File: src/logic/efad_pkg.sv
package efad_pkg;
  // first word field positions
  localparam int unsigned EFAD_MORE_BIT = 15;      // pair follows when set
  localparam int unsigned EFAD_BASE_HI = 14;       // base register select, top bit
  localparam int unsigned EFAD_BASE_LO = 12;       // base register select, low bit
  localparam int unsigned EFAD_DIR_BIT = 11;       // 1 write, 0 read
  localparam int unsigned EFAD_FUNC_HI = 10;       // function select, top bit
  localparam int unsigned EFAD_FUNC_LO = 8;        // function select, low bit
  localparam int unsigned EFAD_OFS_HI = 7;         // offset, top bit
  // field codes
  localparam logic [2:0] EFAD_BASE_FIRST = 3'h0;   // first i/o base register
  localparam logic [2:0] EFAD_BASE_SECOND = 3'h1;  // second i/o base register
  localparam logic [2:0] EFAD_FUNC_SERIAL = 3'h0;  // serial port function
  localparam logic [2:0] EFAD_FUNC_PARALLEL = 3'h1; // parallel port function
  // reset values
  localparam logic [15:0] EFAD_WORD_RST = 16'h0000; // held first word
  localparam logic [7:0] EFAD_BYTE_RST = 8'h00;     // byte outputs

  // loader states
  typedef enum logic [1:0] {
    EFAD_ST_FIRST,
    EFAD_ST_SECOND,
    EFAD_ST_ISSUE,
    EFAD_ST_DONE
  } efad_state_t;
endpackage

File: src/logic/efad_decoder.sv
`timescale 1ns/1ps
// Summary of operation
// - base select 000 first, 001 second
// - direction one writes pair data
// - direction zero reads, data discarded
// - function 000 serial, 001 parallel
// - low byte is offset from base
// - top bit zero ends the zone
// - access looks like host byte access
module efad_decoder import efad_pkg::*; (
  input wire logic clk,
  input wire logic rst_n,
  input wire logic start,
  input wire logic word_valid,
  input wire logic [15:0] word_data,
  output logic word_ready,
  output logic acc_strobe,
  output logic acc_write,
  output logic acc_serial,
  output logic acc_parallel,
  output logic acc_base_second,
  output logic [7:0] acc_offset,
  output logic [7:0] acc_wdata,
  output logic zone_done,
  output logic skipped
);

  // the loader keeps the control word and the data byte of a pair, since the access can only
  // be made once the data word has arrived
  efad_state_t state; // loader position
  logic [15:0] first_word; // held control word of the pair
  logic [7:0] data_word; // held data byte of the second word
  logic take; // word accepted this cycle
  logic issue_now; // pair complete, access due this cycle
  logic pair_ok; // both codes of the held pair are defined
  logic base_ok; // base code is defined
  logic func_ok; // function code is defined
  logic [2:0] base_sel; // base field of held word
  logic [2:0] func_sel; // function field of held word

  // a word is taken only while ready is shown, so no word is lost
  // and none is counted twice
  assign take = word_valid && word_ready;
  // field slices of the held control word
  assign base_sel = first_word[EFAD_BASE_HI:EFAD_BASE_LO];
  assign func_sel = first_word[EFAD_FUNC_HI:EFAD_FUNC_LO];
  // defined base codes
  assign base_ok = (base_sel == EFAD_BASE_FIRST) || (base_sel == EFAD_BASE_SECOND);
  // defined function codes
  assign func_ok = (func_sel == EFAD_FUNC_SERIAL) || (func_sel == EFAD_FUNC_PARALLEL);
  // a reserved code in either field turns the pair into a skip
  assign pair_ok = base_ok && func_ok;
  // the issue state lasts exactly one cycle
  assign issue_now = (state == EFAD_ST_ISSUE);

  // sequencing of first word, second word and the access
  // the loader waits in the done state after reset, so nothing is
  // fetched before the download reaches the function access zone
  always_ff @(posedge clk or negedge rst_n) begin
    if (!rst_n) begin
      state <= EFAD_ST_DONE;
      first_word <= EFAD_WORD_RST;
      data_word <= EFAD_BYTE_RST;
    end else begin
      case (state)
        EFAD_ST_FIRST: begin
          // first word: top bit zero means a lone terminating word
          if (take) begin
            first_word <= word_data;
            if (word_data[EFAD_MORE_BIT]) begin
              state <= EFAD_ST_SECOND;
            end else begin
              state <= EFAD_ST_DONE;
            end
          end
        end
        EFAD_ST_SECOND: begin
          // second word carries the write data
          if (take) begin
            // only the low byte carries data, the top byte is ignored
            data_word <= word_data[7:0];
            state <= EFAD_ST_ISSUE;
          end
        end
        EFAD_ST_ISSUE: begin
          // access issued this cycle, then the next pair
          // a reserved pair passes through here too, only without an access
          state <= EFAD_ST_FIRST;
        end
        EFAD_ST_DONE: begin
          // idle until the download reaches this zone again
          if (start) begin
            state <= EFAD_ST_FIRST;
          end
        end
        default: begin
          // an illegal state code falls back to idle
          state <= EFAD_ST_DONE;
        end
      endcase
    end
  end

  // ready while a word is wanted, registered for the next cycle
  // it drops for the cycle after every taken word, which gives the
  // state register time to move before the next word is accepted
  always_ff @(posedge clk or negedge rst_n) begin
    if (!rst_n) begin
      word_ready <= 1'b0;
    end else begin
      case (state)
        EFAD_ST_FIRST: begin
          // a taken control word or terminator closes the window
          word_ready <= !take;
        end
        EFAD_ST_SECOND: begin
          // the data word is awaited, then the access slot follows
          word_ready <= !take;
        end
        EFAD_ST_ISSUE: begin
          // access goes out now, the next control word may come
          word_ready <= 1'b1;
        end
        EFAD_ST_DONE: begin
          // stays low after the terminator until the next start
          word_ready <= start;
        end
        default: begin
          word_ready <= 1'b0;
        end
      endcase
    end
  end

  // the access fields below load together, only for a good pair, and
  // hold until the next one; a skipped pair leaves them untouched

  // access strobe: a single cycle, only for a pair with defined codes
  // the default low keeps it from ever stretching into a second access
  always_ff @(posedge clk or negedge rst_n) begin
    if (!rst_n) begin
      acc_strobe <= 1'b0;
    end else begin
      acc_strobe <= issue_now && pair_ok;
    end
  end

  // direction of the access: one writes the data byte, zero reads
  // a read answer is never brought back, the target only sees the cycle
  always_ff @(posedge clk or negedge rst_n) begin
    if (!rst_n) begin
      acc_write <= 1'b0;
    end else if (issue_now && pair_ok) begin
      acc_write <= first_word[EFAD_DIR_BIT];
    end
  end

  // target function, one hot between serial and parallel
  // held after the strobe so a slow target can still look at it
  always_ff @(posedge clk or negedge rst_n) begin
    if (!rst_n) begin
      acc_serial <= 1'b0;
      acc_parallel <= 1'b0;
    end else if (issue_now && pair_ok) begin
      acc_serial <= (func_sel == EFAD_FUNC_SERIAL);
      acc_parallel <= (func_sel == EFAD_FUNC_PARALLEL);
    end
  end

  // which base register of the function the offset is taken from
  // zero picks the first base register, one the second
  always_ff @(posedge clk or negedge rst_n) begin
    if (!rst_n) begin
      acc_base_second <= 1'b0;
    end else if (issue_now && pair_ok) begin
      acc_base_second <= (base_sel == EFAD_BASE_SECOND);
    end
  end

  // byte offset from the selected base, as a host byte cycle carries it
  // the target adds it to its own base, nothing is added here
  always_ff @(posedge clk or negedge rst_n) begin
    if (!rst_n) begin
      acc_offset <= EFAD_BYTE_RST;
    end else if (issue_now && pair_ok) begin
      acc_offset <= first_word[EFAD_OFS_HI:0];
    end
  end

  // write data from the second word; it is loaded on reads too,
  // where the target ignores it
  always_ff @(posedge clk or negedge rst_n) begin
    if (!rst_n) begin
      acc_wdata <= EFAD_BYTE_RST;
    end else if (issue_now && pair_ok) begin
      acc_wdata <= data_word;
    end
  end

  // skip pulse: the pair was consumed but no access was made
  // the loader then goes on with the next pair as usual
  always_ff @(posedge clk or negedge rst_n) begin
    if (!rst_n) begin
      skipped <= 1'b0;
    end else begin
      skipped <= issue_now && !pair_ok;
    end
  end

  // zone finished pulse, one cycle after the terminator is taken
  // the terminator is a lone word, so no data word is waited for
  always_ff @(posedge clk or negedge rst_n) begin
    if (!rst_n) begin
      zone_done <= 1'b0;
    end else begin
      zone_done <= (state == EFAD_ST_FIRST) && take && !word_data[EFAD_MORE_BIT];
    end
  end

endmodule

File: config.mk
export PLATFORM = sky130hd
export DESIGN_NAME = efad_decoder
export DESIGN_NICKNAME = d
export VERILOG_FILES = /design/src/logic/efad_pkg.sv /design/src/logic/efad_decoder.sv
export SDC_FILE = /design/constraint.sdc
export NUM_CORES = 1
export LEC_CHECK = 0
export BUFFER_PORTS_ARGS = -buffer_cell sky130_fd_sc_hd__buf_2
export CAP_MARGIN = 20
export CORE_ASPECT_RATIO = 1.25
export CORE_MARGIN = 2
export CORE_UTILIZATION = 56
export CTS_BUF_LIST = sky130_fd_sc_hd__clkbuf_16
export DETAILED_ROUTE_END_ITERATION = 7
export PLACE_DENSITY = 0.82
export SLEW_MARGIN = 20
export SYNTH_ARGS = -nofsm -noshare
export SYNTH_HDL_FRONTEND = slang
export SYNTH_SLANG_ARGS = --single-unit
File: constraint.sdc
create_clock -name clk -period 4.5 [get_ports clk]
set_input_delay 0.45 -clock clk [delete_from_list [all_inputs] [get_ports clk]]
set_output_delay 0.45 -clock clk [all_outputs]
set_load 0.01 [all_outputs]
==> summary by stage, run 1 <==
Place
The cell total after placement is 189. The congestion estimate from routability-driven global placement came to around 0.69. Timing analysis after detailed placement gives a worst setup slack of 2530 ps. The count of input and output buffers is 43.

Once detailed placement completed, the half-perimeter wirelength came to 2300 µm.

STA
In the final timing run, aggregate negative setup slack is 0 ps. The count of final hold-check violations is 0. The transition at the pin with the smallest max-transition slack is 766 ps. The max-slew violation count is 0. Dividing the final minimum period by the clock period gives 0.435. Setup repair after global routing left no endpoint under its margin. Timing would allow up to 511 MHz. Once routing completed, OpenROAD measured the worst setup slack at 2540 ps. The worst clock skew on the final layout is roughly 9 ps.

The clock period minus final worst setup slack is 1960 ps. In this run the tightest slew margin relative to its limit is 0.486. Setup violations remaining at the end of the flow were counted as 0.

Floorplan
In this run the vertical extent of the chip is 69.7 µm. During I/O placement, the number of pins put on the boundary was 44. The total die area is 3940 µm². Measured along the x axis, the die boundary spans 56.6 µm. The area of the core is approximately 3300 µm². Row generation in the floorplan step produced 23 rows. The initial core utilization is 0.595.

Synth
The cell type contributing the most total cell area after synthesis is sky130_fd_sc_hd__dfrtp_1. The flip-flop cell with the highest count after synthesis is sky130_fd_sc_hd__dfrtp_1. Of the synthesized area, sequential elements account for 0.635. The share of the synthesized area in the top cell type is 0.608. The share of synthesized registers carrying an async set or reset is 1.00. The mean post-synth cell area is 17.1 µm².

By count the netlist is led by sky130_fd_sc_hd__dfrtp_1, sky130_fd_sc_hd__mux2_2, sky130_fd_sc_hd__mux2_4. Yosys printed 0 warnings. Synthesis inferred 49 register bits.

In the post-synthesis netlist, the biggest area contributors are sky130_fd_sc_hd__dfrtp_1, sky130_fd_sc_hd__mux2_4, sky130_fd_sc_hd__mux2_2. The library cell with the highest instance count after synthesis is sky130_fd_sc_hd__dfrtp_1. The synthesized netlist contains 20 unique library cells. The main combinational cell family by area after synthesis is multiplexers. Of the total synthesized cell area, the portion taken by XOR and XNOR cells is 0. The number of nets produced by synthesis is 133. The synthesized area is between 1500 and 2000 µm². The fraction of the mapped netlist area in simple logic gates is 0.0427.

Counting every instance in the synthesized netlist gives 113. The post-synthesis share of cell area spent on full adders, half adders and majority gates is 0. The multiplexer share of the synthesized area is 0.285. The number of flops mapped to enable cells by yosys is 0. The complex-gate fraction of the synthesized area is 0.0155.

Worst setup path
The largest fanout of any net on the critical path is 21. The worst path arrival time is between 2000 and 2500 ps. At the worst endpoint, the required time is 4670 ps. The critical path is of the flop to flop type. The type of destination of the critical path is a flop. The worst register-to-register path begins at first_word[10]$_DFFE_PN0P_.

For the worst flop-to-flop path, the logic depth is 3. The most critical setup path has its startpoint at first_word[10]$_DFFE_PN0P_. STA classifies the critical path startpoint as a flop.

CTS
The clock latency on the worst-skew pair is roughly 290 ps. Once the clock tree was built, the resizer swapped 0 gates to a different size. The H-tree generated during clock tree synthesis spans 2 levels.

TritonCTS built the clock tree. No sink is reached through more buffers than the 2 on the longest clock path. The buffer type at the clock tree root is sky130_fd_sc_hd__clkbuf_16. Counting every sink on the clock net gives 49. The clock transition time at the flip-flop clock pins of the worst setup and hold paths is 60 ps.

Buffers added to address setup during post-CTS repair amount to 0. The number of clock buffers inserted by TritonCTS is 5. The number of buffers added to fix hold violations after cts is 0.

Global routing
The initial antenna violation count is 0. The total global-route track usage is 0.191. The first-pass GRT wire length is 5530 µm. The overflow left after global routing is 0. The number of global-route vias before repair is around 1,200.

Entering global routing, the biggest net connects 50 pins.

Drt
After detailed routing, the number of vias per cell comes to 5.28. The detailed-route wire length is 3310 µm. The vias after detailed routing is between 1,000 and 1,500. The first-pass iteration count of the detailed router is 3. In the routed design, unresolved DRC markers number 0.

The average detailed-routed wire length per instance is 16.8 µm. The number of DRC violations after detailed-routing iteration 0 is 23. The post-route antenna net violation count is 0.

Cells and area
Compared with the post-synthesis result, the final layout area differs by 19.5%. Of the cells placed in the final design, the portion with a size suffix greater than 1 is 0.613. Once layout is complete, the utilization of the core stands at 0.711. For this run, the post-layout net count is ~180. The diode insertion count for antenna repair is 0. Leaving out filler cells and counting taps, the final layout contains roughly 200.

Pwr
The analysis attributes to cell leakage a power of 0.00119 µW. The worst IR drop on VDD is 510 µV. The cell area power density is 682 nW/µm².

Outcome
The flow ran to the end, and the final reports show no timing, DRC or antenna violations.

Hold path
In this run the worst hold path is classified as input pin to async pin.

Flow run
Max-cap violations in this run came to 0.
==> path summary, 6_finish.rpt <==
path                                               endpoint  slack (ps)
worst min-delay path               acc_wdata[2]$_DFFE_PN0P_         160
max in group asynchronous         first_word[7]$_DFFE_PN0P_        3940
worst max register to register  acc_base_second$_DFFE_PN0P_        2540
worst min register to register       acc_serial$_DFFE_PN0P_         480
min in group clk                        zone_done$_DFF_PN0_         330
worst max-delay path            acc_base_second$_DFFE_PN0P_        2540
==> cell type report <==
class | count | area [µm²]
Clock buffer | 5 | 125
Clock inverter | 3 | 22.5
Fill cell | 238 | 941
Inverter | 2 | 7.51
Multi-Input combinational cell | 58 | 663
Sequential cell | 49 | 1230
Tap cell | 37 | 46.3
Timing Repair Buffer | 43 | 218
==> stage by stage <==
stage | area, µm² | total power (µW) | hold slack [ps]
after floorplan | 1930 | 1070 | 154
after global placement | 2160 | 1190 | 463
after detailed placement | 2160 | 1230 | 478
after CTS | 2310 | 1590 | 322
after global routing | 2310 | 1670 | 213
final | 2310 | 1580 | 161
==> metal layers <==
| layer | share of wire | global-route usage |
|---|---|---|
| met5 | 0 | 0 |
| met4 | 0.026 | 0.103 |
| met3 | 0.045 | 0.0504 |
| met2 | 0.52 | 0.318 |
| met1 | 0.41 | 0.221 |
==> kinds of logic (layout without fill, tap and decap cells) <==
| family | count (synthesis) | count (layout) |
|---|---|---|
| flops | 49 | 49 |
| mux | 43 | 43 |
| simple gates | 9 | 9 |
| compound gates | 6 | 6 |
| buf+inv | 6 | 53 |
==> flip-flops by register name, indices dropped and copies added (netlist names) <==
signal and cells:
word_ready 1, state 2, acc_base_second 1, acc_write 1, skipped 1, data_word 8
acc_wdata 8, zone_done 1, acc_serial 1, acc_offset 8, acc_parallel 1, first_word 15
acc_strobe 1
==> placed cells by master, fill, tap and decap left out, drive strengths merged, types with 2 or more instances in the layout <==
cell type and instances:
dfrtp 47, buf 43, mux2 42, clkbuf 5, o21ai 4, clkinvlp 3, a21oi 2, inv 2
dfstp 2, nand3b 2
==> worst max-delay path, cell delays in order (launching register included) <==
cell and delay, ps:
sky130_fd_sc_hd__dfrtp_1 400, sky130_fd_sc_hd__nor4_4 310, sky130_fd_sc_hd__nand3b_2 600, sky130_fd_sc_hd__mux2_4 520
==> power breakdown <==
part	total [µW]	internal [µW]	switching, µW
combinational	450	275	176
clock	366	206	161
sequential	760	636	124
total	1580	1120	460
Power figures use the tool's default switching activity.
==> run 2, diff against run 1 <==
--- a/config.mk
+++ b/config.mk
@@ -9,10 +9,10 @@
 export CAP_MARGIN = 20
 export CORE_ASPECT_RATIO = 1.25
 export CORE_MARGIN = 2
-export CORE_UTILIZATION = 56
+export CORE_UTILIZATION = 47
 export CTS_BUF_LIST = sky130_fd_sc_hd__clkbuf_16
 export DETAILED_ROUTE_END_ITERATION = 7
-export PLACE_DENSITY = 0.82
+export PLACE_DENSITY = 0.74
 export SLEW_MARGIN = 20
 export SYNTH_ARGS = -nofsm -noshare
 export SYNTH_HDL_FRONTEND = slang
==> constraint.sdc (replaced) <==
create_clock -name clk -period 1.8 [get_ports clk]
set_input_delay 0.18 -clock clk [delete_from_list [all_inputs] [get_ports clk]]
set_output_delay 0.18 -clock clk [all_outputs]
set_load 0.01 [all_outputs]
==> run 2 against run 1 <==
Die area increased by 18%. Via count increased by 3.8%. Clock power increased to 2.7 times the previous value. Count of clock-buffer cells in the layout unchanged. Routed wire length increased by 2.2%. Sequential cell count unchanged. Critical path type unchanged. Combinational power increased to 2.6 times the previous value. Utilization decreased by 12 points. Global-route usage decreased by 2.6 points. Highest routed layer unchanged. Cell area increased by 3.8%.
==> summary by stage, run 2 (synthesis results as in run 1) <==
Drt
Detailed routing inserted a total of approximately 1,100 vias. For this run, the detailed router's first-pass iteration total came to 4. The number of remaining DRC errors is 0. The routed via count divided by cell count is 4.87. The number of DRC violations after detailed-routing iteration 0 is 30. The routed design has roughly 3400 µm of wire. The average detailed-routed wire length per instance is approximately 15 µm. In this run the remaining antenna-violating nets after routing total 0.

CTS
The clock passes through at most 2 buffers. The CTS tree is built. The H-tree was split into 2 levels. The tree is rooted in a sky130_fd_sc_hd__clkbuf_16. Once the clock tree was built, the setup fixing pass inserted 0 buffers. For the worst-skew pair, the clock arrives at the later sink with an insertion delay of between 200 and 300 ps. After clock tree synthesis, the clock-pin slew on the worst setup and hold paths is ~60 ps. The number of clock buffers inserted by TritonCTS is 5. The tree built by TritonCTS fans out to 49 sinks.

Global routing
The number of global-route vias before repair came to 1,086. The pin count of the biggest net entering global routing is 26. met2 is the most crowded layer. The global-route track usage on met1 is 0.194. Across every metal layer, demand over resource in global routing totals 0.165.

The overflow left after global routing is 0. The first global-routing pass estimated 5350 µm of wire. In the global route stage, met2 resource usage came out at 0.272. The initial antenna violation count is 0. For met3 alone, demand over resource in global routing was 0.0526.

Cells and area
In the layout the commonest cells are sky130_fd_sc_hd__dfrtp_1, sky130_fd_sc_hd__buf_2, sky130_fd_sc_hd__mux2_2. 0 antenna diodes ended up in the layout. The number of flip-flops under the largest register name is 15.

The number of cells in the finished layout apart from fillers is 222. The most common library cell in the layout ignoring fill and taps is sky130_fd_sc_hd__dfrtp_1. In the final design database the tool counted between 150 and 200 nets.

Of the cells placed in the final design, the portion with a size suffix greater than 1 is 0.620. The register with the most flip-flops is first_word. The synthesis-to-layout area growth is 24.1%.

Worst setup path
The cell at the slowest stage of the critical path is sky130_fd_sc_hd__dfstp_2. The critical path goes through and3b_1 > nand2_1 > mux2_2. In this run the critical register-to-register path is captured at data_word[6]$_DFFE_PN0P_. The cell type group with the largest total delay on the critical path is flip-flops.

The largest fanout of any net on the critical path is 8. The worst register-to-register path begins at state[1]$_DFFE_PN1P_. The total buffers and inverters traversed by the critical path is 0. The data required time of the worst path is approximately 2000 ps. The startpoint class of the critical path is a flop. The delay of the slowest cell on the worst path is 570 ps. Measured in cells, the most critical reg-to-reg path has a length of 3.

In this run the register-to-register setup slack is 230 ps. The path type of the worst setup path is flop to flop. Data arrives at the worst endpoint at 1740 ps. The type of destination of the critical path is a flop.

Hold path
Counting instances, the worst hold path has a depth of 2. The worst hold path begins at word_data[15]. The worst hold path belongs to the class input pin to flop. The terminating pin of the worst hold path is zone_done$_DFF_PN0_.

STA
The count of final hold-check violations is 0. The worst clock skew on the final layout is approximately 2.3 ps. The final cycle utilization of the critical path is 0.875. The highest clock frequency the design can meet is 635 MHz.

For the pin with the worst max-slew slack, the measured transition is 538 ps. The worst hold slack is 68.4 ps. Setup repair after global routing left no endpoint under its margin.

The summed negative setup slack over all endpoints is 0 ps. The number of failing setup endpoints in the final timing report is 0. In this run the tightest slew margin relative to its limit is 0.641. The max-slew violation count is 0. Setup slack closes at 225 ps. The clock period minus final worst setup slack is 1570 ps.

Pwr
The worst IR drop on VDD is 690 µV. The leakage power is 0.00124 µW. Dividing total power by cell area gives a power density of 1690 nW/µm².

Floorplan
For this design the top-level I/O count stands at 44. The die extent in x is ~61 µm. For this configuration, the core starts out at a cell density of 0.480. After floorplanning, the core was sized to cover 4030 µm². The number of core rows is 26. The die is ~76 µm tall. The total die area is 4650 µm².

Flow run
The tool flagged a number of max-cap violations equal to 0.

Place
The congestion estimate from routability-driven global placement came to 0.728. At the placement stage, the worst setup path has a slack of 243 ps. The count of input and output buffers is 43. The cell total after placement is 214. Once detailed placement completed, the half-perimeter wirelength came to about 2600 µm.

Outcome
The run finished with clean final reports.
## run 2: cell count changes in the layout (fill, tap and decap cells not counted), sizes merged
cell | previous run | this run
clkinvlp | 3 | 0
bufinv | 0 | 1
buf | 43 | 49
clkinv | 0 | 1
dlygate4sd3 | 0 | 1
## run 2: per-stage QoR
stage	power [µW]	util	instance area (µm²)
after floorplan	2670	-	1930
after global placement	3000	0.553	2230
after detailed placement	3090	0.553	2230
after CTS	4110	0.595	2400
after global routing	4300	0.595	2400
final	4060	0.595	2400
## run 2: worst register-to-register path, delay by kind of cell, from the launching register on
family / cells / cell delay, ps
flops: 1 / 570
mux: 1 / 380
simple gates: 2 / 510
## run 2: worst max path at each step
stage | from | to | cells past startpoint
2_1_floorplan | state[0]$_DFFE_PN1P_ | acc_base_second$_DFFE_PN0P_ | 4
3_3_place_gp | state[1]$_DFFE_PN1P_ | data_word[5]$_DFFE_PN0P_ | 3
3_5_place_dp | state[1]$_DFFE_PN1P_ | data_word[2]$_DFFE_PN0P_ | 3
4_1_cts | state[1]$_DFFE_PN1P_ | data_word[4]$_DFFE_PN0P_ | 3
5_1_grt | state[1]$_DFFE_PN1P_ | data_word[7]$_DFFE_PN0P_ | 3
6_report | state[1]$_DFFE_PN1P_ | data_word[6]$_DFFE_PN0P_ | 3
## run 2: per-layer routing
metal,share of wire,vias up
met1,0.39,552
li1,-,498
met5,0,-
met4,0.022,0
met3,0.038,6
met2,0.54,25
## run 2: final cells by class
type | instances | area, µm²
clock buffer | 5 | 125
clock inverter | 2 | 35.0
fill | 350 | 1630
inverter | 2 | 7.51
multi-input combinational | 58 | 663
sequential | 49 | 1230
tap | 56 | 70.1
timing repair buffer | 50 | 270
## run 2: repair_timing
item                      in CTS  in global routing
resized for setup              0                  0
hold endpoints to repair      21                  0
hold buffers                   1                  0
## run 2: power breakdown
part           switching, µW  internal [µW]  total (µW)
Sequential               304           1590        1900
Combinational            447            710        1160
Clock                    361            644        1000
==> run 3, diff against run 2 <==
--- a/config.mk
+++ b/config.mk
@@ -5,10 +5,11 @@
 export SDC_FILE = /design/constraint.sdc
 export NUM_CORES = 1
 export LEC_CHECK = 0
+export ABC_AREA = 0
 export BUFFER_PORTS_ARGS = -buffer_cell sky130_fd_sc_hd__buf_2
 export CAP_MARGIN = 20
 export CORE_ASPECT_RATIO = 1.25
-export CORE_MARGIN = 2
+export CORE_MARGIN = 3
 export CORE_UTILIZATION = 47
 export CTS_BUF_LIST = sky130_fd_sc_hd__clkbuf_16
 export DETAILED_ROUTE_END_ITERATION = 7
==> run 3 against run 2 <==
Die area grew 6.0%. Sequential share of layout area grew 0.30 points. Global-route usage shrank 0.59 points. First-iteration DRC count grew 30%. Setup slack lost 37 ps. Highest routed layer unchanged.
==> summary by stage, run 3 (synthesis results as in run 1) <==
Global routing
The overflow left after global routing is 0. In the global route stage, overall resource usage came out at 0.159. The pin count of the biggest net entering global routing is 22. The initial antenna violation count is 0. The number of global-route vias before repair is approximately 1,200. The first global-routing pass estimated 5840 µm of wire.

Worst setup path
Among all stages on the critical path, the largest delay is contributed by sky130_fd_sc_hd__dfstp_2. For the worst setup path, the data arrival time is roughly 1800 ps. The largest fanout of any net on the critical path is 21.

The largest single stage delay on the critical path is 620 ps. The critical path goes through nand3b_2 > buf_4 > mux2_2. The number of buffers and inverters on the critical path is 1.

At the worst endpoint, the required time is 1970 ps. The startpoint class of the critical path is a flop. The setup path with the least slack is of type flop to flop. The cell type group with the largest total delay on the critical path is flip-flops.

STA classifies the critical path endpoint as a flop.

Drt
The count of nets left with antenna violations once routing finished came out at 0. In the final routed layout, each cell accounts on average for 15.8 µm. The number of remaining DRC errors is 0. The first-pass iteration count of the detailed router is 2.

Using the TritonRoute via totals, the vias-per-cell ratio works out to approximately 4.9. The number of DRC violations after detailed-routing iteration 0 is 39. After detailed routing, the total wire length is 3450 µm.

Summing over every cut layer, the via total after detailed routing is 1,073.

Floorplan
The area of the core is between 3000 and 4000 µm². The height of the chip is 77.7 µm. The initialized floorplan defines 25 standard-cell rows. The die covers around 4900 µm². The number of ports placed on the die boundary is 44. The initial core utilization is 0.499.

The die extent in x is approximately 63 µm.

Place
The count of input and output buffers is 43. Detailed placement finished with a half-perimeter wire length of 2510 µm. The routability congestion estimate from global placement is 0.730.

Pwr
The clock share of power is 0.257. The share of total power in sequential cells is 0.465. The analysis attributes to net switching a power of 1140 µW. Internal power comes to 2940 µW. The leakage power is 0.00122 µW.

The cell area power density is ~1700 nW/µm². The proportion of total power due to net switching is 0.280. The worst-case IR drop observed on VDD is 951 µV. The logic gate share of total power is 0.278. The overall power consumption is 4080 µW.

Hold path
The path class of the tightest hold or removal check is input pin to flop.

CTS
Counting every sink on the clock net gives 49. The count of cells resized by post-cts repair is 0. The buffer type at the clock tree root is sky130_fd_sc_hd__clkbuf_16. The number of H-tree levels is 2. TritonCTS created 5 clock buffers.

Counting along the longest clock path gives a buffer depth of 2. For the worst-skew pair, the clock arrives at the later sink with an insertion delay of 290 ps. TritonCTS built the clock tree.

The clock transition time at the flip-flop clock pins of the worst setup and hold paths is 60 ps.

STA
For this run, the top clock speed supported by timing is 620 MHz. The summed negative setup slack over all endpoints is 0 ps. The max-slew violation count is 0. The count of final hold-check violations was 0. The tightest slew margin relative to the limit is 0.679. Counting I/O delays and the setup requirement, the final critical path takes 1610 ps. Setup repair after global routing left no endpoint under its margin.

In the finished design, the share of the clock period the worst path needs comes to 0.896. The transition at the pin with the smallest max-transition slack is between 400 and 500 ps. The worst clock skew on the final layout is 6.60 ps. Setup violations remaining at the end of the flow were counted as 0.

Cells and area
Leaving out fill and tap cells, the most frequent cell in the layout is sky130_fd_sc_hd__dfrtp_1. For this run, the post-layout net count is 183. The library cells used most frequently in the layout, excluding fill and tap cells, are sky130_fd_sc_hd__dfrtp_1, sky130_fd_sc_hd__buf_2, sky130_fd_sc_hd__mux2_2.

The diode insertion count for antenna repair is 0. The synthesis-to-layout area growth is 23.4%. The register with the most flip-flops is first_word.

The count of filler cells inserted in the layout is about 330. The register with the most flip-flops in the layout has 15 of them. Of the cells placed in the final design, the portion with a size suffix greater than 1 is 0.616.

Flow run
Max-cap violations in this run came to 0.

Outcome
The flow ran to the end, and the final reports show no timing, DRC or antenna violations.
## run 3: worst register-to-register path, stage by stage (launching register included)
cell and delay (ps):
sky130_fd_sc_hd__dfstp_2 620, sky130_fd_sc_hd__nand3b_2 150, sky130_fd_sc_hd__buf_4 350, sky130_fd_sc_hd__mux2_2 380
## run 3: path summary, 6_finish.rpt
| path | from | to | slack [ps] | depth (start not counted) |
|---|---|---|---|---|
| worst max register to register | state[0]$_DFFE_PN1P_ | acc_offset[0]$_DFFE_PN0P_ | 190 | 3 |
| worst max-delay path | state[0]$_DFFE_PN1P_ | acc_offset[0]$_DFFE_PN0P_ | 190 | 3 |
| worst min-delay path | word_data[15] | zone_done$_DFF_PN0_ | 60 | 2 |
| min in group asynchronous | rst_n | data_word[4]$_DFFE_PN0P_ | 300 | 2 |
| max in group asynchronous | rst_n | state[0]$_DFFE_PN1P_ | 920 | 3 |
| worst min register to register | first_word[8]$_DFFE_PN0P_ | acc_serial$_DFFE_PN0P_ | 500 | 1 |
## run 3: power by group through the flow
stage	Combinational (µW)	Clock [µW]	Sequential (µW)
final	1140	1050	1900
after CTS	1160	1070	1910
after global routing	1230	1140	1970
after global placement	1100	0	1880
after detailed placement	1150	0	1920
after floorplan	755	0	1920
## run 3: metrics by stage
step | worst slack (ps) | hold slack (ps) | cells | cell area, µm² | util
CTS | 181 | 60.7 | 218 | 2390 | 0.615
global route | 81.6 | 68.8 | 218 | 2390 | 0.615
global placement | 239 | 71.2 | 209 | 2200 | 0.568
finish | 188 | 63.9 | 218 | 2390 | 0.615
detailed placement | 184 | 77.5 | 209 | 2200 | 0.568
floorplan | 375 | -116 | 113 | 1930 | -
## run 3: cell type report
class,instances,area [µm²],area share
inverters,2,7.51,0.00315
clock buffers,5,125,0.0524
clock inverters,3,46.3,0.0194
flip-flops and latches,49,1230,0.515
repair buffers,47,248,0.104
well taps,54,67.6,0.0283
multi-input cells,58,663,0.278
## run 3: what timing repair did
item	CTS	global route
hold endpoints to repair	11	0
endpoints found under the setup margin	0	0
setup buffers	0	0
hold buffers	1	0
## run 3: metal layers
metal,vias up,track usage,routed length [µm],part of all wire
met4,0,0.0626,72,0.021
met5,-,0,0,0
li1,493,-,-,-
met2,29,0.279,1910,0.55
met3,7,0.0535,158,0.046
met1,544,0.175,1310,0.38
